`src/logic/mad_consts.svh`:
```
/*
 Constants of the address decoder: map boundaries, state counts,
 strap codes and reset values.
 Assumes a 16-bit CPU address and a byte-wide external bus.
*/
`ifndef MAD_CONSTS_SVH
`define MAD_CONSTS_SVH

// mode pin codes {high, low}
`define MAD_PINS_M1        2'h1
`define MAD_PINS_M2        2'h2
`define MAD_PINS_M3        2'h3

// memory size strap
`define MAD_SIZE_LARGE     2'h0
`define MAD_SIZE_MEDIUM    2'h1
`define MAD_SIZE_SMALL     2'h2

// top of on-chip ROM per size
`define MAD_ROM_TOP_LARGE  16'hefff
`define MAD_ROM_TOP_MEDIUM 16'h7fff
`define MAD_ROM_TOP_SMALL  16'h3fff

// base of on-chip RAM per size, RAM ends at one fixed top
`define MAD_RAM_BASE_LARGE  16'hf780
`define MAD_RAM_BASE_MEDIUM 16'hfb80
`define MAD_RAM_BASE_SMALL  16'hfd80
`define MAD_RAM_TOP         16'hff7f

// gaps and register blocks in the top page
`define MAD_GAP1_LO        16'hff80
`define MAD_GAP1_HI        16'hff8f
`define MAD_REG1_LO        16'hff90
`define MAD_REG1_HI        16'hff9f
`define MAD_GAP2_LO        16'hffa0
`define MAD_GAP2_HI        16'hffaf
`define MAD_REG2_LO        16'hffb0
`define MAD_IO_PAGE        8'hff

// access lengths in system clock cycles
`define MAD_ONCHIP_STATES  3'h2
`define MAD_BYTE_STATES    3'h3
`define MAD_FIRST_STATE    3'h1

// data and reset values
`define MAD_ALL_ONES       16'hffff
`define MAD_HIGH_BYTE_ZERO 8'h00
`define MAD_RAMEN_RST      1'h1
`define MAD_IOSEL_IDLE     1'h1

`endif

```
`src/logic/mad_pkg.sv`:
```
/*
 Types of the address decoder: modes, targets, sequencer states and
 the packed state records of its modules.
 Assumes nothing beyond a SystemVerilog compiler.
*/
package mad_pkg;

    typedef enum logic [1:0] {
        MODE_INVALID,
        MODE_EXP_NOROM,
        MODE_EXP_ROM,
        MODE_SINGLE
    } mad_mode_t;

    typedef enum logic [2:0] {
        TGT_VOID,
        TGT_ROM,
        TGT_RAM,
        TGT_REG,
        TGT_EXT
    } mad_target_t;

    typedef enum logic [0:0] {
        ST_IDLE,
        ST_ACCESS
    } mad_seq_t;

    // {modeHigh, modeLow, size[1:0], wait}
    typedef struct packed {
        logic [4:0] s1;
        logic [4:0] s2;
        logic [4:0] s3;
        logic [3:0] straps;
        logic       waitReq;
    } mad_sync_t;

    typedef struct packed {
        mad_seq_t    seq;
        mad_target_t tgt;
        logic [2:0]  cnt;
        logic [15:0] addr;
        logic        wr;
        logic        ramEn;
        logic        selRom;
        logic        selRam;
        logic        selReg;
        logic        selExt;
        logic        accWord;
        logic        ioN;
        logic        done;
        logic [15:0] rdata;
    } mad_core_t;

endpackage

```
`src/logic/mad_decoder.sv`:
```
/*
 Address decoder and access sequencer between the CPU and on-chip
 ROM, on-chip RAM, the register field and the external bus.
 Assumes targets read their data from busAddr while their select is
 high and present read data in the last cycle of the access.
*/
`timescale 1ns/10ps
`include "mad_consts.svh"

module mad_decoder (
    // clock and reset
    input  wire logic        sys_clk,
    input  wire logic        rst_n,
    // straps and pins
    input  wire logic        modePinHigh,
    input  wire logic        modePinLow,
    input  wire logic [1:0]  memSizePins,
    input  wire logic        extWaitPin,
    // RAM enable bit write
    input  wire logic        ramEnWr,
    input  wire logic        ramEnData,
    // CPU request
    input  wire logic        cpuReq,
    input  wire logic [15:0] cpuAddr,
    input  wire logic        cpuWrite,
    // target read data
    input  wire logic [15:0] romRdata,
    input  wire logic [15:0] ramRdata,
    input  wire logic [7:0]  regRdata,
    input  wire logic [7:0]  extRdata,
    // CPU answer
    output logic             cpuBusy,
    output logic             cpuDone,
    output logic      [15:0] cpuRdata,
    // target selects
    output logic             selRom,
    output logic             selRam,
    output logic             selReg,
    output logic             selExt,
    output logic             accWord,
    output logic      [15:0] busAddr,
    output logic             busWrite,
    output logic             ioPageSelN,
    // status
    output logic             onchipRamEnableBit,
    output logic             modeInvalid
);

    mad_pkg::mad_core_t   q;
    mad_pkg::mad_core_t   d;
    mad_pkg::mad_mode_t   mode;
    mad_pkg::mad_target_t decTgt;
    logic [3:0]           straps;
    logic                 waitReq;
    logic [2:0]           need;
    logic                 last;
    logic                 modeInvalid_q;
    logic                 nullRead;
    logic                 expandedMode;
    logic                 taking;

    function automatic logic [2:0] needStates(input mad_pkg::mad_target_t t);
        if (t == mad_pkg::TGT_ROM || t == mad_pkg::TGT_RAM) begin
            return `MAD_ONCHIP_STATES;
        end
        return `MAD_BYTE_STATES;
    endfunction

    mad_pin_sync u_sync (
        .sys_clk     (sys_clk),
        .rst_n       (rst_n),
        .modePinHigh (modePinHigh),
        .modePinLow  (modePinLow),
        .memSizePins (memSizePins),
        .extWaitPin  (extWaitPin),
        .strapHeld   (straps),
        .waitReq     (waitReq)
    );

    // mode held from the pins seen at reset release
    always_comb begin
        case (straps[3:2])
            `MAD_PINS_M1: mode = mad_pkg::MODE_EXP_NOROM;
            `MAD_PINS_M2: mode = mad_pkg::MODE_EXP_ROM;
            `MAD_PINS_M3: mode = mad_pkg::MODE_SINGLE;
            default:      mode = mad_pkg::MODE_INVALID;
        endcase
    end

    mad_region_decode u_dec (
        .addr    (cpuAddr),
        .mode    (mode),
        .memSize (straps[1:0]),
        .ramEn   (q.ramEn),
        .tgt     (decTgt)
    );

    always_comb begin
        need = needStates(q.tgt);
        // wait only stretches external cycles
        last = (q.cnt == need) && !(q.tgt == mad_pkg::TGT_EXT && waitReq);
    end

    always_comb begin
        d = q;
        d.done = 1'b0;
        case (q.seq)
            mad_pkg::ST_IDLE: begin
                // requests while busy are not taken
                if (cpuReq) begin
                    d.seq = mad_pkg::ST_ACCESS;
                    d.tgt = decTgt;
                    d.cnt = `MAD_FIRST_STATE;
                    d.addr = cpuAddr;
                    d.wr = cpuWrite;
                    d.selRom = (decTgt == mad_pkg::TGT_ROM);
                    d.selRam = (decTgt == mad_pkg::TGT_RAM);
                    d.selReg = (decTgt == mad_pkg::TGT_REG);
                    d.selExt = (decTgt == mad_pkg::TGT_EXT);
                    d.accWord = d.selRom || d.selRam;
                    d.ioN = ~(cpuAddr[15:8] == `MAD_IO_PAGE);
                end
            end
            mad_pkg::ST_ACCESS: begin
                if (last) begin
                    d.seq = mad_pkg::ST_IDLE;
                    d.selRom = 1'b0;
                    d.selRam = 1'b0;
                    d.selReg = 1'b0;
                    d.selExt = 1'b0;
                    d.accWord = 1'b0;
                    d.ioN = `MAD_IOSEL_IDLE;
                    d.done = 1'b1;
                    if (!q.wr) begin
                        case (q.tgt)
                            mad_pkg::TGT_ROM: d.rdata = romRdata;
                            mad_pkg::TGT_RAM: d.rdata = ramRdata;
                            mad_pkg::TGT_REG: d.rdata = {`MAD_HIGH_BYTE_ZERO, regRdata};
                            mad_pkg::TGT_EXT: d.rdata = {`MAD_HIGH_BYTE_ZERO, extRdata};
                            default:          d.rdata = `MAD_ALL_ONES;
                        endcase
                    end
                end else if (q.cnt != need) begin
                    d.cnt = q.cnt + `MAD_FIRST_STATE;
                end
            end
            default: begin
                d.seq = mad_pkg::ST_IDLE;
            end
        endcase
        // a write steers decode from the next request on
        if (ramEnWr) begin
            d.ramEn = ramEnData;
        end
        if (!rst_n) begin
            d = '0;
            d.ramEn = `MAD_RAMEN_RST;
            d.ioN = `MAD_IOSEL_IDLE;
        end
    end

    always_ff @(posedge sys_clk) begin
        q <= d;
    end

    always_ff @(posedge sys_clk) begin
        if (!rst_n) begin
            modeInvalid_q <= 1'b0;
        end else begin
            modeInvalid_q <= (mode == mad_pkg::MODE_INVALID);
        end
    end

    assign cpuBusy            = (q.seq == mad_pkg::ST_ACCESS);
    assign cpuDone            = q.done;
    assign cpuRdata           = q.rdata;
    assign selRom             = q.selRom;
    assign selRam             = q.selRam;
    assign selReg             = q.selReg;
    assign selExt             = q.selExt;
    assign accWord            = q.accWord;
    assign busAddr            = q.addr;
    assign busWrite           = q.wr;
    assign ioPageSelN         = q.ioN;
    assign onchipRamEnableBit = q.ramEn;
    assign modeInvalid        = modeInvalid_q;

    assign nullRead = (q.seq == mad_pkg::ST_ACCESS) && (q.tgt == mad_pkg::TGT_VOID) && !q.wr;
    assign expandedMode = (mode == mad_pkg::MODE_EXP_NOROM) || (mode == mad_pkg::MODE_EXP_ROM);
    assign taking       = cpuReq && (q.seq == mad_pkg::ST_IDLE);

    // a void access runs with no select, so TGT_VOID accesses must be left out of the match
    one_select_a: assert property (
        @(posedge sys_clk) disable iff (!rst_n)
        $onehot0({q.selRom, q.selRam, q.selReg, q.selExt}) &&
        ((q.selRom || q.selRam || q.selReg || q.selExt) ==
         (q.seq == mad_pkg::ST_ACCESS && q.tgt != mad_pkg::TGT_VOID)))
        else $error("target selects not one per access");

    no_ext_single_a: assert property (
        @(posedge sys_clk) disable iff (!rst_n)
        (mode == mad_pkg::MODE_SINGLE || mode == mad_pkg::MODE_INVALID) |-> !q.selExt)
        else $error("external cycle outside expanded mode");

    onchip_two_a: assert property (
        @(posedge sys_clk) disable iff (!rst_n)
        $rose(q.selRom || q.selRam) |->
            (q.accWord && (q.selRom || q.selRam))[*2] ##1 !(q.selRom || q.selRam) && q.done)
        else $error("on-chip memory access not two word cycles");

    regfield_three_a: assert property (
        @(posedge sys_clk) disable iff (!rst_n)
        $rose(q.selReg) |-> (q.selReg && !q.accWord)[*3] ##1 !q.selReg && q.done)
        else $error("register field access not three byte cycles");

    ext_least_a: assert property (
        @(posedge sys_clk) disable iff (!rst_n)
        $rose(q.selExt) |-> (q.selExt && !q.accWord)[*3])
        else $error("external cycle shorter than three cycles");

    ext_wait_a: assert property (
        @(posedge sys_clk) disable iff (!rst_n)
        q.selExt && q.cnt == `MAD_BYTE_STATES && waitReq |=> q.selExt && !q.done)
        else $error("external cycle ended under wait request");

    io_page_a: assert property (
        @(posedge sys_clk) disable iff (!rst_n)
        cpuBusy |-> ioPageSelN == (busAddr[15:8] != `MAD_IO_PAGE))
        else $error("io page select wrong for access address");

    io_idle_a: assert property (
        @(posedge sys_clk) disable iff (!rst_n)
        !cpuBusy |-> ioPageSelN)
        else $error("io page select low with no access");

    void_ones_a: assert property (
        @(posedge sys_clk) disable iff (!rst_n)
        nullRead && last |=> cpuDone && cpuRdata == `MAD_ALL_ONES)
        else $error("off-chip read in single-chip mode not all ones");

    ram_gate_a: assert property (
        @(posedge sys_clk) disable iff (!rst_n)
        $rose(q.selRam) |-> $past(q.ramEn) || !expandedMode)
        else $error("RAM selected while disabled in expanded mode");

    mode_flag_a: assert property (
        @(posedge sys_clk) disable iff (!rst_n)
        $past(rst_n) |-> modeInvalid == $past(mode == mad_pkg::MODE_INVALID))
        else $error("invalid mode flag does not follow the straps");

    ram_reset_a: assert property (
        @(posedge sys_clk) disable iff (!rst_n)
        !$past(rst_n) |-> onchipRamEnableBit)
        else $error("RAM enable not set after reset");

    done_pulse_a: assert property (
        @(posedge sys_clk) disable iff (!rst_n)
        cpuDone |-> !cpuBusy ##1 !cpuDone)
        else $error("done not a single idle cycle");

    addr_hold_a: assert property (
        @(posedge sys_clk) disable iff (!rst_n)
        cpuBusy && $past(cpuBusy) |-> $stable(busAddr) && $stable(busWrite))
        else $error("address or direction moved during an access");

    gap_ext_a: assert property (
        @(posedge sys_clk) disable iff (!rst_n)
        taking && expandedMode &&
        ((cpuAddr >= `MAD_GAP1_LO && cpuAddr <= `MAD_GAP1_HI) ||
         (cpuAddr >= `MAD_GAP2_LO && cpuAddr <= `MAD_GAP2_HI)) |=> selExt)
        else $error("gap address not sent to the external bus");

    reg_field_a: assert property (
        @(posedge sys_clk) disable iff (!rst_n)
        taking && (cpuAddr >= `MAD_REG2_LO ||
                   (cpuAddr >= `MAD_REG1_LO && cpuAddr <= `MAD_REG1_HI)) |=> selReg)
        else $error("register address not sent to the register field");

    // the large variant has the lowest RAM base, so this holds for every size
    low_ext_a: assert property (
        @(posedge sys_clk) disable iff (!rst_n)
        taking && mode == mad_pkg::MODE_EXP_NOROM && cpuAddr < `MAD_RAM_BASE_LARGE |=> selExt)
        else $error("address below RAM not external without ROM");

    rom_low_a: assert property (
        @(posedge sys_clk) disable iff (!rst_n)
        taking && mode == mad_pkg::MODE_SINGLE && cpuAddr <= `MAD_ROM_TOP_SMALL |=> selRom)
        else $error("low address not sent to ROM in single-chip mode");

    ram_range_a: assert property (
        @(posedge sys_clk) disable iff (!rst_n)
        taking && (q.ramEn || !expandedMode) &&
        cpuAddr >= `MAD_RAM_BASE_SMALL && cpuAddr <= `MAD_RAM_TOP |=> selRam)
        else $error("enabled RAM address not sent to on-chip RAM");

endmodule

```
`src/logic/mad_pin_sync.sv`:
```
/*
 Pin synchroniser: three flops per pin, a change counts once the
 second and third agree. Straps are held from the last agreed value
 seen while reset is low; the wait request is tracked always.
 Assumes rst_n is held low long enough for the chain to settle.
*/
`timescale 1ns/10ps
`include "mad_consts.svh"

module mad_pin_sync (
    // clock and reset
    input  wire logic       sys_clk,
    input  wire logic       rst_n,
    // pins
    input  wire logic       modePinHigh,
    input  wire logic       modePinLow,
    input  wire logic [1:0] memSizePins,
    input  wire logic       extWaitPin,
    // filtered levels
    output logic      [3:0] strapHeld,
    output logic            waitReq
);

    mad_pkg::mad_sync_t q;
    mad_pkg::mad_sync_t d;
    logic [4:0]         agree;

    always_comb begin
        d = q;
        agree = ~(q.s2 ^ q.s3);
        d.s1 = {modePinHigh, modePinLow, memSizePins, extWaitPin};
        d.s2 = q.s1;
        d.s3 = q.s2;
        // straps follow the pins only while reset is asserted
        if (!rst_n) begin
            d.straps = (agree[4:1] & q.s3[4:1]) | (~agree[4:1] & q.straps);
        end
        if (agree[0]) begin
            d.waitReq = q.s3[0];
        end
    end

    // no reset: the chain must keep sampling through reset
    always_ff @(posedge sys_clk) begin
        q <= d;
    end

    assign strapHeld = q.straps;
    assign waitReq   = q.waitReq;

endmodule

```
`src/logic/mad_region_decode.sv`:
```
/*
 Address map decode: picks the target of one CPU address from the
 operating mode, memory size variant and RAM enable.
 Assumes the caller starts no external cycle outside expanded modes;
 off-chip space in other modes comes back as the void target.
*/
`timescale 1ns/10ps
`include "mad_consts.svh"

module mad_region_decode (
    // access
    input  wire logic [15:0]  addr,
    // configuration
    input  mad_pkg::mad_mode_t mode,
    input  wire logic [1:0]   memSize,
    input  wire logic         ramEn,
    // result
    output mad_pkg::mad_target_t tgt
);

    logic [15:0] romTop;
    logic [15:0] ramBase;
    logic        expanded;
    logic        offChip;

    always_comb begin
        case (memSize)
            `MAD_SIZE_MEDIUM: begin
                romTop  = `MAD_ROM_TOP_MEDIUM;
                ramBase = `MAD_RAM_BASE_MEDIUM;
            end
            `MAD_SIZE_SMALL: begin
                romTop  = `MAD_ROM_TOP_SMALL;
                ramBase = `MAD_RAM_BASE_SMALL;
            end
            default: begin
                romTop  = `MAD_ROM_TOP_LARGE;
                ramBase = `MAD_RAM_BASE_LARGE;
            end
        endcase
        expanded = (mode == mad_pkg::MODE_EXP_NOROM) || (mode == mad_pkg::MODE_EXP_ROM);
        offChip = 1'b0;
        tgt = mad_pkg::TGT_VOID;
        if (addr >= `MAD_REG2_LO ||
            (addr >= `MAD_REG1_LO && addr <= `MAD_REG1_HI)) begin
            tgt = mad_pkg::TGT_REG;
        end else if ((addr >= `MAD_GAP1_LO && addr <= `MAD_GAP1_HI) ||
                     (addr >= `MAD_GAP2_LO && addr <= `MAD_GAP2_HI)) begin
            offChip = 1'b1;
        end else if (addr >= ramBase && addr <= `MAD_RAM_TOP) begin
            if (ramEn || !expanded) begin
                tgt = mad_pkg::TGT_RAM;
            end else begin
                offChip = 1'b1;
            end
        end else if (mode != mad_pkg::MODE_EXP_NOROM && addr <= romTop) begin
            tgt = mad_pkg::TGT_ROM;
        end else begin
            offChip = 1'b1;
        end
        if (offChip && expanded) begin
            tgt = mad_pkg::TGT_EXT;
        end
    end

endmodule

```
`config.mk`:
```
export PLATFORM = sky130hd
export DESIGN_NAME = mad_decoder
export DESIGN_NICKNAME = d
export VERILOG_FILES = /design/src/logic/mad_pkg.sv /design/src/logic/mad_decoder.sv /design/src/logic/mad_pin_sync.sv /design/src/logic/mad_region_decode.sv
export VERILOG_INCLUDE_DIRS = /design/src /design/src/logic
export SDC_FILE = /design/constraint.sdc
export NUM_CORES = 1
export LEC_CHECK = 0
export BUFFER_PORTS_ARGS = -buffer_cell sky130_fd_sc_hd__buf_2
export CORE_MARGIN = 5
export CORE_UTILIZATION = 50
export DETAILED_ROUTE_END_ITERATION = 10
export PLACE_DENSITY = 0.87
export SYNTH_ARGS = -nofsm -noshare
export SYNTH_HDL_FRONTEND = slang
export SYNTH_SLANG_ARGS = --single-unit
export TNS_END_PERCENT = 100
```
`constraint.sdc`:
```
create_clock -name sys_clk -period 2.7 [get_ports sys_clk]
set_input_delay 0 -clock sys_clk [delete_from_list [all_inputs] [get_ports sys_clk]]
set_output_delay 0 -clock sys_clk [all_outputs]
set_load 0.01 [all_outputs]
```
==> results of run 1 <==
state kept, by name, summed over array words and instances, names as in the netlist, named ones only:
| name | count |
|---|---|
| busAddr | 16 |
| cpuRdata | 16 |
| u_sync.d | 10 |
| q | 6 |
| u_sync.q | 5 |
| accWord | 1 |
| busWrite | 1 |
| cpuBusy | 1 |
| cpuDone | 1 |
| ioPageSelN | 1 |
| modeInvalid | 1 |
| onchipRamEnableBit | 1 |
| selExt | 1 |
| selRam | 1 |
| selReg | 1 |
| selRom | 1 |
| u_sync.waitReq | 1 |
timing repair:
item                                   in CTS  in global routing
endpoints found under the hold margin      32                  0
setup buffers                               0                  0
hold buffers                               33                  0
power by group:
part / internal, W / switching (W)
clock network: 0.000516 / 0.000402
logic: 0.000181 / 0.000193
registers: 0.00108 / 0.0000342
total: 0.00178 / 0.000629
worst register-to-register path, stage by stage, from the launching register on:
cell,delay [ns]
edfxtp_1,0.44
ha_1,0.44
inv_1,0.08
ha_1,0.29
and2_1,0.16
nand4_1,0.10
o41ai_1,0.26
nand3_1,0.22
a32o_1,0.26
layer usage:
| metal | track usage (%) | vias to the layer above |
|---|---|---|
| met1 | 23.33 | 1466 |
| met3 | 6.710 | 32 |
| met5 | 0 | - |
| met2 | 35.10 | 137 |
| met4 | 12.38 | 0 |
| li1 | - | 1538 |
stage by stage:
| step | hold WS (ns) | cell area, µm² | util, % | setup WS [ns] | instances |
|---|---|---|---|---|---|
| floorplan | 0.02772 | 3363 | - | 0.6270 | 389 |
| global placement | 0.1033 | 3764 | 58.27 | 0.5172 | 537 |
| detailed placement | 0.1046 | 3764 | 58.27 | 0.4475 | 537 |
| CTS | 0.06681 | 4305 | 66.66 | 0.3977 | 585 |
| global route | 0.1238 | 4305 | 66.66 | 0.1433 | 585 |
| finish | 0.07180 | 4305 | 66.66 | 0.3359 | 585 |
logic make-up (layout without fill, tap and decap cells):
group | count (synthesis) | in the layout | share of synthesized area, %
flops | 69 | 69 | 42.56
fa+ha+maj | 9 | 9 | 3.348
simple gates | 122 | 122 | 18.53
buf+inv | 70 | 189 | 11.72
mux | 9 | 9 | 3.013
xor+xnor | 8 | 8 | 2.307
compound gates | 102 | 102 | 18.53
cell usage in the layout (no fill, tap or decap), types with 2 or more instances in the layout:
cell type | Yosys | layout
a22oi_1 | 8 | 8
and2_0 | 6 | 6
bufinv_16 | 0 | 2
dfxtp_1 | 64 | 64
buf_2 | 0 | 117
and4_1 | 3 | 3
buf_4 | 33 | 6
nand3b_1 | 2 | 2
clkinv_2 | 0 | 2
nand4_1 | 5 | 5
a21oi_1 | 46 | 46
nand2_1 | 42 | 42
nand2b_1 | 12 | 12
and2_1 | 4 | 4
mux2_2 | 9 | 9
nand3_1 | 5 | 5
nor2_1 | 24 | 24
o211ai_1 | 2 | 2
dlygate4sd3_1 | 0 | 33
ha_1 | 9 | 9
o21ai_0 | 20 | 20
a31oi_1 | 2 | 2
nor2b_1 | 2 | 2
clkbuf_8 | 0 | 9
nor3_1 | 11 | 11
xor2_1 | 5 | 5
o21a_1 | 9 | 9
o31ai_1 | 2 | 2
xnor2_1 | 2 | 2
inv_1 | 18 | 18
edfxtp_1 | 5 | 5
path summary, 6_finish.rpt:
kind,end,slack (ns)
setup / recovery,q[46],0.34
hold reg to reg,u_sync.d[5],0.33
setup reg to reg,q[46],0.34
hold / removal,cpuRdata[7],0.07
layout make-up:
cell class	instances	area [µm²]	area share (%)
Tap cell	77	96.34	2.238
Multi-Input combinational cell	250	1538	35.72
Clock buffer	9	123.9	2.877
Clock inverter	6	87.58	2.034
Sequential cell	69	1431	33.25
Inverter	18	67.56	1.569
Timing Repair Buffer	156	960.9	22.32
==> results.py, run 1 <==
metrics = {
    "critical_path": {
        "worst-path-stages": 8,
        "cpLargestDelayFamily": "adder cells",
        "r2r_cells": 8,
        "worst_setup_path_end_kind": "flip-flop",
        "crit_slowest_cell": "edfxtp_1",
        "cpPeakStageDelay_ns": 0.44,
        "crit_top_cell": "ha_1",
        "crit_arrival_ns": 2.61,
        "worst-path-buf-inv": 1,
        "crit_path_start_kind": "flip-flop",
        "cp_max_fo": 6,
        "path_class": "reg -> reg",
        "crit_required_ns": 2.95,
        "crit_path_cell_trace": "ha_1 -> inv_1 -> ha_1 -> and2_1 -> nand4_1 -> o41ai_1 -> nand3_1 -> a32o_1",
    },
    "logic_synthesis": {
        "ys_async_sr_fraction_pct": 0,
        "yosysWarnings": 0,
        "seq_area_frac_synth_pct": 42.56,
        "synth_seq_cells": 69,
        "synth_area_per_cell_um2": 8.646,
        "synthTopCellsByCount": "dfxtp_1 (64), a21oi_1 (46), nand2_1 (42)",
        "synth_area_um2": 3363,
        "yosys.area.top_type": "dfxtp_1",
        "synthCells": 389,
        "synth_nets": 473,
        "synth_top_area_share_pct": 38.10,
        "synth_edf_count": 5,
        "synth-main-ff-cell": "dfxtp_1",
        "synth_cell_types": 48,
        "yosys-top-cells-area": "dfxtp_1 (38%), buf_4 (7.4%), a21oi_1 (6.8%)",
        "synth.most_common_cell": "dfxtp_1",
    },
    "route": {
        "wl_met3_um": 651,
        "drc": 0,
        "routedWlPerCell_um": 15.05,
        "first_pass_iters": 5,
        "finalWirelength_um": 8805,
        "met2_length_um": 4320,
        "drt-met1-wl_um": 3481,
        "vias": 3173,
        "first_iter_violations": 150,
        "ant_nets": 0,
        "routed_via_density": 5.424,
        "dr.max_layer_used": "met4",
    },
    "sta": {
        "tightest_slew_ns": 0.9001,
        "rsz0062_at_grt": "false",
        "layout_worst_path_cycle_share_pct": 87.56,
        "hold_viol": 0,
        "setup_viol": 0,
        "fin_worst_skew_ns": 0.01291,
        "setup_tns_ns": 0,
        "fmax_ghz": 0.4230,
        "finalCriticalPeriod_ns": 2.364,
        "drv_slew": 0,
        "max-slew-margin-rel_pct": 39.99,
    },
    "floorplanning": {
        "die_h_um": 92.02,
        "initial_core_util_pct": 52.07,
        "rows": 29,
        "dieArea_um2": 8467,
        "core_area_um2": 6459,
        "pin_count": 118,
        "die_w_um": 92.02,
    },
    "global_routing": {
        "grt_first_pass_wirelength_um": 14230,
        "antenna_found_initial": 0,
        "grt_start_max_net_pins": 32,
        "grt_util_all_layers_pct": 20.96,
        "grt_pass1_vias": 3154,
        "globalRouteOverflowTotal": 0,
    },
    "cells_and_area": {
        "area_growth_pct": 28.01,
        "antenna_cells": 0,
        "final_nets": 588,
        "fillers": 506,
        "final_layout_size_suffix_gt1_share_pct": 30.71,
    },
    "placed_design": {
        "io_buffers": 117,
        "place.gp.congestion": 0.8555,
        "hpwl_um": 5846,
    },
    "min_path": {
        "hold_depth": 5,
        "min_path_type": "in -> reg",
        "hold_start": "ramRdata[7]",
    },
    "power": {
        "p_per_area_nw_per_um2": 558.8,
        "peakVddDrop_mv": 0.3907,
        "power.total_w": 0.002406,
        "p_leak_nw": 1.959,
    },
    "clocking": {
        "clk_pin_slew_ns": 0.08,
        "cts_resized": 0,
        "h-tree-depth": 3,
        "cts_root_buf": "clkbuf_8",
        "clock-sinks": 69,
        "cts_buffer_depth": 2,
        "clk_latency_ns": 0.35,
        "cts_tree": "built",
        "cts_buffers": 9,
    },
    "flow_run": {
        "cap_violations": 0,
    },
    "status": {
        "outcome": "completed",
    },
}
Note: power is estimated with default switching activity, not from simulation.
==> run 2: changes to the inputs <==
--- a/config.mk
+++ b/config.mk
@@ -11,6 +11,7 @@
 export CORE_UTILIZATION = 50
 export DETAILED_ROUTE_END_ITERATION = 10
 export PLACE_DENSITY = 0.87
+export RECOVER_POWER = 50
 export SYNTH_ARGS = -nofsm -noshare
 export SYNTH_HDL_FRONTEND = slang
 export SYNTH_SLANG_ARGS = --single-unit
==> constraint.sdc (replaced) <==
create_clock -name sys_clk -period 2.7 [get_ports sys_clk]
set_input_delay 0.27 -clock sys_clk [delete_from_list [all_inputs] [get_ports sys_clk]]
set_output_delay 0.27 -clock sys_clk [all_outputs]
set_load 0.01 [all_outputs]
==> results.py, run 2 (synthesized netlist as in run 1, its figures left out) <==
metrics = {
    "sta": {
        "fmax_ghz": 0.4185,
        "layout_worst_path_cycle_share_pct": 88.49,
        "fin_worst_skew_ns": 0.01231,
        "holdWs_ns": 0.02282,
        "max-slew-margin-rel_pct": 17.98,
        "drv_slew": 0,
        "setup_viol": 0,
        "rsz0062_at_grt": "false",
        "finalCriticalPeriod_ns": 2.389,
        "hold_viol": 0,
        "tightest_slew_ns": 1.230,
        "setup_tns_ns": 0,
    },
    "flow_run": {
        "cap_violations": 0,
    },
    "power": {
        "p_per_area_nw_per_um2": 577.4,
        "net-switching-power_w": 0.0006156,
        "seqPwrFrac_pct": 49.1,
        "power.share.clock_pct": 36.4,
        "p_leak_nw": 1.689,
        "sw_frac_of_total_pct": 27.12,
        "peakVddDrop_mv": 0.4202,
        "pwr-share-comb_pct": 14.5,
        "p_int_w": 0.001654,
    },
    "critical_path": {
        "crit_slowest_cell": "ha_1",
        "cpPeakStageDelay_ns": 0.43,
        "path_class": "reg -> reg",
        "r2r_end": "q[46]",
        "r2r_slack_ns": 0.31,
        "crit_top_cell": "ha_1",
        "cp_max_fo": 6,
        "crit_path_start_kind": "flip-flop",
        "crit_path_cell_trace": "ha_1 -> inv_1 -> ha_1 -> and2_1 -> nand4_1 -> o41ai_1 -> nand3_1 -> a32o_1",
        "r2r_cells": 8,
        "cpLargestDelayFamily": "adder cells",
        "worst-path-stages": 8,
        "worst-path-buf-inv": 1,
        "worst_setup_path_end_kind": "flip-flop",
        "crit_required_ns": 2.94,
        "crit_arrival_ns": 2.63,
    },
    "clocking": {
        "cts_tree": "built",
        "cts_buffers": 9,
        "clk_pin_slew_ns": 0.08,
        "cts_root_buf": "clkbuf_8",
        "clk_latency_ns": 0.34,
        "cts_buffer_depth": 2,
        "clock-sinks": 69,
        "h-tree-depth": 3,
        "cts_resized": 0,
    },
    "cells_and_area": {
        "multi_input_area_um2": 1538,
        "seqCellArea_um2": 1431,
        "final_layout_size_suffix_gt1_share_pct": 26.21,
        "fillers": 585,
        "fin_cells": 554,
        "antenna_cells": 0,
        "final_common_cell": "buf_2",
        "final_nets": 556,
        "area_growth_pct": 16.89,
        "layout_common_cells": "buf_2 (85), dfxtp_1 (64), a21oi_1 (46)",
        "final_core_util_pct": 60.87,
    },
    "global_routing": {
        "antenna_found_initial": 0,
        "met2_usage_pct": 31.63,
        "grt_first_pass_wirelength_um": 13080,
        "grt_start_max_net_pins": 33,
        "busiest_layer": "met2",
        "grt_pass1_vias": 2807,
        "met3_usage_pct": 4.828,
        "grtUsageMet1_pct": 23.22,
        "grt_util_all_layers_pct": 19.07,
        "globalRouteOverflowTotal": 0,
    },
    "min_path": {
        "hold_depth": 1,
        "whs_endpoint": "u_sync.d[14]",
        "hold_start": "modePinHigh",
        "min_path_type": "in -> reg",
    },
    "placed_design": {
        "io_buffers": 117,
        "place.gp.congestion": 0.8701,
        "dp.cells": 537,
        "hpwl_um": 5773,
    },
    "route": {
        "vias": 2999,
        "first_pass_iters": 5,
        "ant_nets": 0,
        "drc": 0,
        "finalWirelength_um": 8008,
        "routedWlPerCell_um": 14.45,
        "first_iter_violations": 134,
        "routed_via_density": 5.413,
    },
    "floorplanning": {
        "pin_count": 118,
        "die_w_um": 92.02,
        "dieArea_um2": 8467,
        "rows": 29,
        "core_area_um2": 6459,
        "initial_core_util_pct": 52.07,
        "die_h_um": 92.02,
    },
    "status": {
        "outcome": "completed",
    },
}
==> run 2: layout make-up <==
cell class	count	share of cell area (%)
Multi-Input combinational cell	250	39.12
Clock buffer	9	3.151
Clock inverter	7	1.878
Inverter	18	1.719
Timing Repair Buffer	124	15.28
Sequential cell	69	36.41
Tap cell	77	2.451
==> run 2: power by group through the flow <==
| stage | Clock (W) | Combinational, W | Sequential [W] |
|---|---|---|---|
| 2_1_floorplan | 0 | 0.000226 | 0.00113 |
| 3_3_place_gp | 0 | 0.000316 | 0.00113 |
| 3_5_place_dp | 0 | 0.000328 | 0.00114 |
| 4_1_cts | 0.000849 | 0.000332 | 0.00111 |
| 5_1_grt | 0.000897 | 0.000368 | 0.00112 |
| 6_report | 0.000827 | 0.000329 | 0.00111 |
==> run 2: worst max path at each step <==
stage,start,endpoint,slack (ns)
finish,flip-flop,q[46],0.31
global route,flip-flop,q[46],0.05
CTS,flip-flop,q[46],0.36
detailed placement,flip-flop,q[46],0.42
global placement,flip-flop,q[46],0.51
floorplan,flip-flop,q[46],0.63
==> run 2: per-layer routing <==
layer	vias to the layer above	wire length, µm
met3	24	661
met5	-	0
met1	1370	3326
met4	0	208
li1	1471	-
met2	134	3813
==> run 2: timing repair <==
| action | CTS | global route |
|---|---|---|
| endpoints found under the hold margin | 0 | 1 |
| hold buffers | 0 | 1 |
| setup buffers | 0 | 0 |
| endpoints found under the setup margin | 0 | 0 |
==> run 2: through the flow <==
| step | power [W] | cell area [µm²] | setup WS (ns) |
|---|---|---|---|
| 6_report | 0.002270 | 3931 | 0.3108 |
| 5_1_grt | 0.002386 | 3931 | 0.04984 |
| 4_1_cts | 0.002295 | 3961 | 0.3629 |
| 3_5_place_dp | 0.001465 | 3764 | 0.4234 |
| 3_3_place_gp | 0.001450 | 3764 | 0.5111 |
| 2_1_floorplan | 0.001356 | 3363 | 0.6270 |
==> run 3: changes to the inputs <==
--- a/config.mk
+++ b/config.mk
@@ -8,11 +8,12 @@
 export LEC_CHECK = 0
 export BUFFER_PORTS_ARGS = -buffer_cell sky130_fd_sc_hd__buf_2
 export CORE_MARGIN = 5
-export CORE_UTILIZATION = 50
+export CORE_UTILIZATION = 51
 export DETAILED_ROUTE_END_ITERATION = 10
-export PLACE_DENSITY = 0.87
+export PLACE_DENSITY = 0.88
 export RECOVER_POWER = 50
 export SYNTH_ARGS = -nofsm -noshare
 export SYNTH_HDL_FRONTEND = slang
+export SYNTH_HIERARCHICAL = 1
 export SYNTH_SLANG_ARGS = --single-unit
 export TNS_END_PERCENT = 100
==> constraint.sdc (replaced) <==
create_clock -name sys_clk -period 2.7 [get_ports sys_clk]
set_input_delay 0.81 -clock sys_clk [delete_from_list [all_inputs] [get_ports sys_clk]]
set_output_delay 0.81 -clock sys_clk [all_outputs]
set_load 0.01 [all_outputs]
==> results.py, run 3 <==
metrics = {
    "cells_and_area": {
        "fillers": 590,
        "antenna_cells": 0,
        "final_nets": 564,
        "area_growth_pct": 16.57,
        "layout_common_cells": "buf_2 (95), nand2_1 (77), dfxtp_1 (64)",
        "final_common_cell": "buf_2",
        "final_layout_size_suffix_gt1_share_pct": 29.01,
        "fin_cells": 566,
        "final_core_util_pct": 60.98,
    },
    "route": {
        "met2_length_um": 4229,
        "drt-met1-wl_um": 3490,
        "dr.max_layer_used": "met4",
        "vias": 3014,
        "drc": 0,
        "finalWirelength_um": 8377,
        "routed_via_density": 5.325,
        "ant_nets": 0,
        "first_iter_violations": 116,
        "first_pass_iters": 7,
        "routedWlPerCell_um": 14.80,
        "wl_met3_um": 513,
    },
    "global_routing": {
        "grt_util_all_layers_pct": 18.43,
        "antenna_found_initial": 0,
        "globalRouteOverflowTotal": 0,
        "grt_pass1_vias": 2883,
        "grt_start_max_net_pins": 39,
        "grt_first_pass_wirelength_um": 12960,
    },
    "critical_path": {
        "path_class": "reg -> reg",
        "crit_required_ns": 2.95,
        "crit_path_start_kind": "flip-flop",
        "cp_max_fo": 4,
        "crit_arrival_ns": 2.95,
        "worst_setup_path_end_kind": "flip-flop",
    },
    "flow_run": {
        "cap_violations": 0,
    },
    "sta": {
        "max-slew-margin-rel_pct": 51.84,
        "rsz0062_at_grt": "true",
        "layout_worst_path_cycle_share_pct": 99.91,
        "finalCriticalPeriod_ns": 2.698,
        "fmax_ghz": 0.3707,
        "fin_worst_skew_ns": 0.01187,
        "hold_viol": 0,
        "setup_viol": 0,
        "tightest_slew_ns": 0.7189,
        "drv_slew": 0,
    },
    "logic_synthesis": {
        "synth_seq_cells": 69,
        "synth_fa_ha_area_share_pct": 3.115,
        "synthTopCellsByCount": "nand2_1 (77), dfxtp_1 (64), buf_4 (36)",
        "yosysWarnings": 6,
        "synth_area_um2": 3535,
        "synth_top_family_by_area": "simple AND/OR/NAND/NOR gates",
        "synthMuxAreaShare_pct": 8.212,
        "synthCells": 399,
        "synth_top_area_share_pct": 36.25,
        "yosys-top-cells-area": "dfxtp_1 (36%), mux2i_1 (8.2%), nand2_1 (8.2%)",
        "synth.most_common_cell": "nand2_1",
        "ys_async_sr_fraction_pct": 0,
        "synth_compound_area_share_pct": 12.39,
        "yosys.area_share.simple_pct": 20.96,
        "synth_cell_types": 51,
        "yosys.area.top_type": "dfxtp_1",
        "synth_area_per_cell_um2": 8.859,
        "seq_area_frac_synth_pct": 40.50,
        "synth_nets": 482,
        "synth-main-ff-cell": "dfxtp_1",
        "synth_edf_count": 5,
        "synth-xor-area-share_pct": 2.690,
    },
    "clocking": {
        "cts_buffer_depth": 2,
        "cts_buffers": 9,
        "h-tree-depth": 3,
        "cts_tree": "built",
        "clk_latency_ns": 0.33,
        "clk_pin_slew_ns": 0.07,
        "cts_root_buf": "clkbuf_8",
        "clock-sinks": 69,
    },
    "placed_design": {
        "io_buffers": 117,
        "hpwl_um": 6144,
        "dp.cells": 550,
        "place.gp.congestion": 0.8186,
    },
    "floorplanning": {
        "rows": 30,
        "die_w_um": 93.25,
        "core_area_um2": 6756,
        "dieArea_um2": 8696,
        "die_h_um": 93.25,
        "pin_count": 118,
        "initial_core_util_pct": 52.31,
    },
    "power": {
        "p_per_area_nw_per_um2": 545.5,
        "pwr-share-comb_pct": 14.8,
        "peakVddDrop_mv": 0.3393,
        "net-switching-power_w": 0.0005941,
        "p_leak_nw": 1.837,
        "seqPwrFrac_pct": 49.5,
        "power.share.clock_pct": 35.7,
        "p_int_w": 0.001654,
        "sw_frac_of_total_pct": 26.43,
    },
    "min_path": {
        "min_path_type": "reg -> reg",
        "hold_start": "u_sync/d[12]",
    },
    "status": {
        "outcome": "completed",
    },
}
run 3: per-layer routing:
metal,up-vias,track usage [%]
met1,1420,21.77
met4,0,8.425
met5,-,0
met3,16,4.425
met2,78,31.45
li1,1500,-
run 3: critical path: stages (launching register included):
cell and delay (ns):
edfxtp_1 0.45, ha_4 0.30, inv_2 0.04, ha_4 0.26
nand3_2 0.07, or4_4 0.56, a221oi_4 0.27, nor3_2 0.10
nor3_2 0.28, nand3b_1 0.13, mux2i_1 0.15
run 3: what timing repair did:
item / in CTS / in global routing
buffers inserted: 0 / 0
setup endpoints to repair: 3 / 5
pin swaps: 1 / 9
hold buffers: 0 / 0
hold endpoints to repair: 0 / 0
gates resized for setup: 0 / 7
run 3: cells by family after synthesis:
group	count (synthesis)
flops	69
mux	29
xor+xnor	10
compound gates	68
simple gates	146
fa+ha+maj	9
buf+inv	68
run 3: final timing paths:
kind / end / slack [ns] / cells past startpoint
worst max register to register: selRom / 0.002 / 10
worst min register to register: u_sync/d[7] / 0.33 / 0
worst min-delay path: u_sync/d[7] / 0.33 / 0
worst max-delay path: selRom / 0.002 / 10
run 3: stage by stage:
| stage | worst slack [ns] | hold WS [ns] | area [µm²] | total power [W] | setup TNS (ns) |
|---|---|---|---|---|---|
| after global routing | -0.1360 | 0.3348 | 4120 | 0.002363 | -0.4619 |
| after detailed placement | -0.2517 | 0.3132 | 3931 | 0.001454 | -0.9211 |
| after global placement | -0.05804 | 0.3101 | 3931 | 0.001438 | -0.1914 |
| after floorplan | 0.07867 | 0.3096 | 3540 | 0.001340 | 0 |
| final | 0.002480 | 0.3280 | 4120 | 0.002248 | 0 |
| after CTS | 0.0004385 | 0.3309 | 4123 | 0.002254 | 0 |
run 3: cell type report:
type,count,area [µm²],share of cell area (%)
tap,80,100.1,2.429
timing repair buffer,131,663.1,16.09
inverter,8,30.03,0.7288
clock inverter,6,63.81,1.549
sequential,69,1431,34.74
clock buffer,10,127.6,3.097
multi-input combinational,262,1704,41.36
run 3: power groups by stage:
| stage | clock (W) | sequential [W] | combinational [W] |
|---|---|---|---|
| 2_1_floorplan | 0 | 0.00113 | 0.000215 |
| 3_3_place_gp | 0 | 0.00113 | 0.000304 |
| 3_5_place_dp | 0 | 0.00114 | 0.000317 |
| 4_1_cts | 0.000820 | 0.00111 | 0.000320 |
| 5_1_grt | 0.000879 | 0.00112 | 0.000365 |
| 6_report | 0.000802 | 0.00111 | 0.000332 |
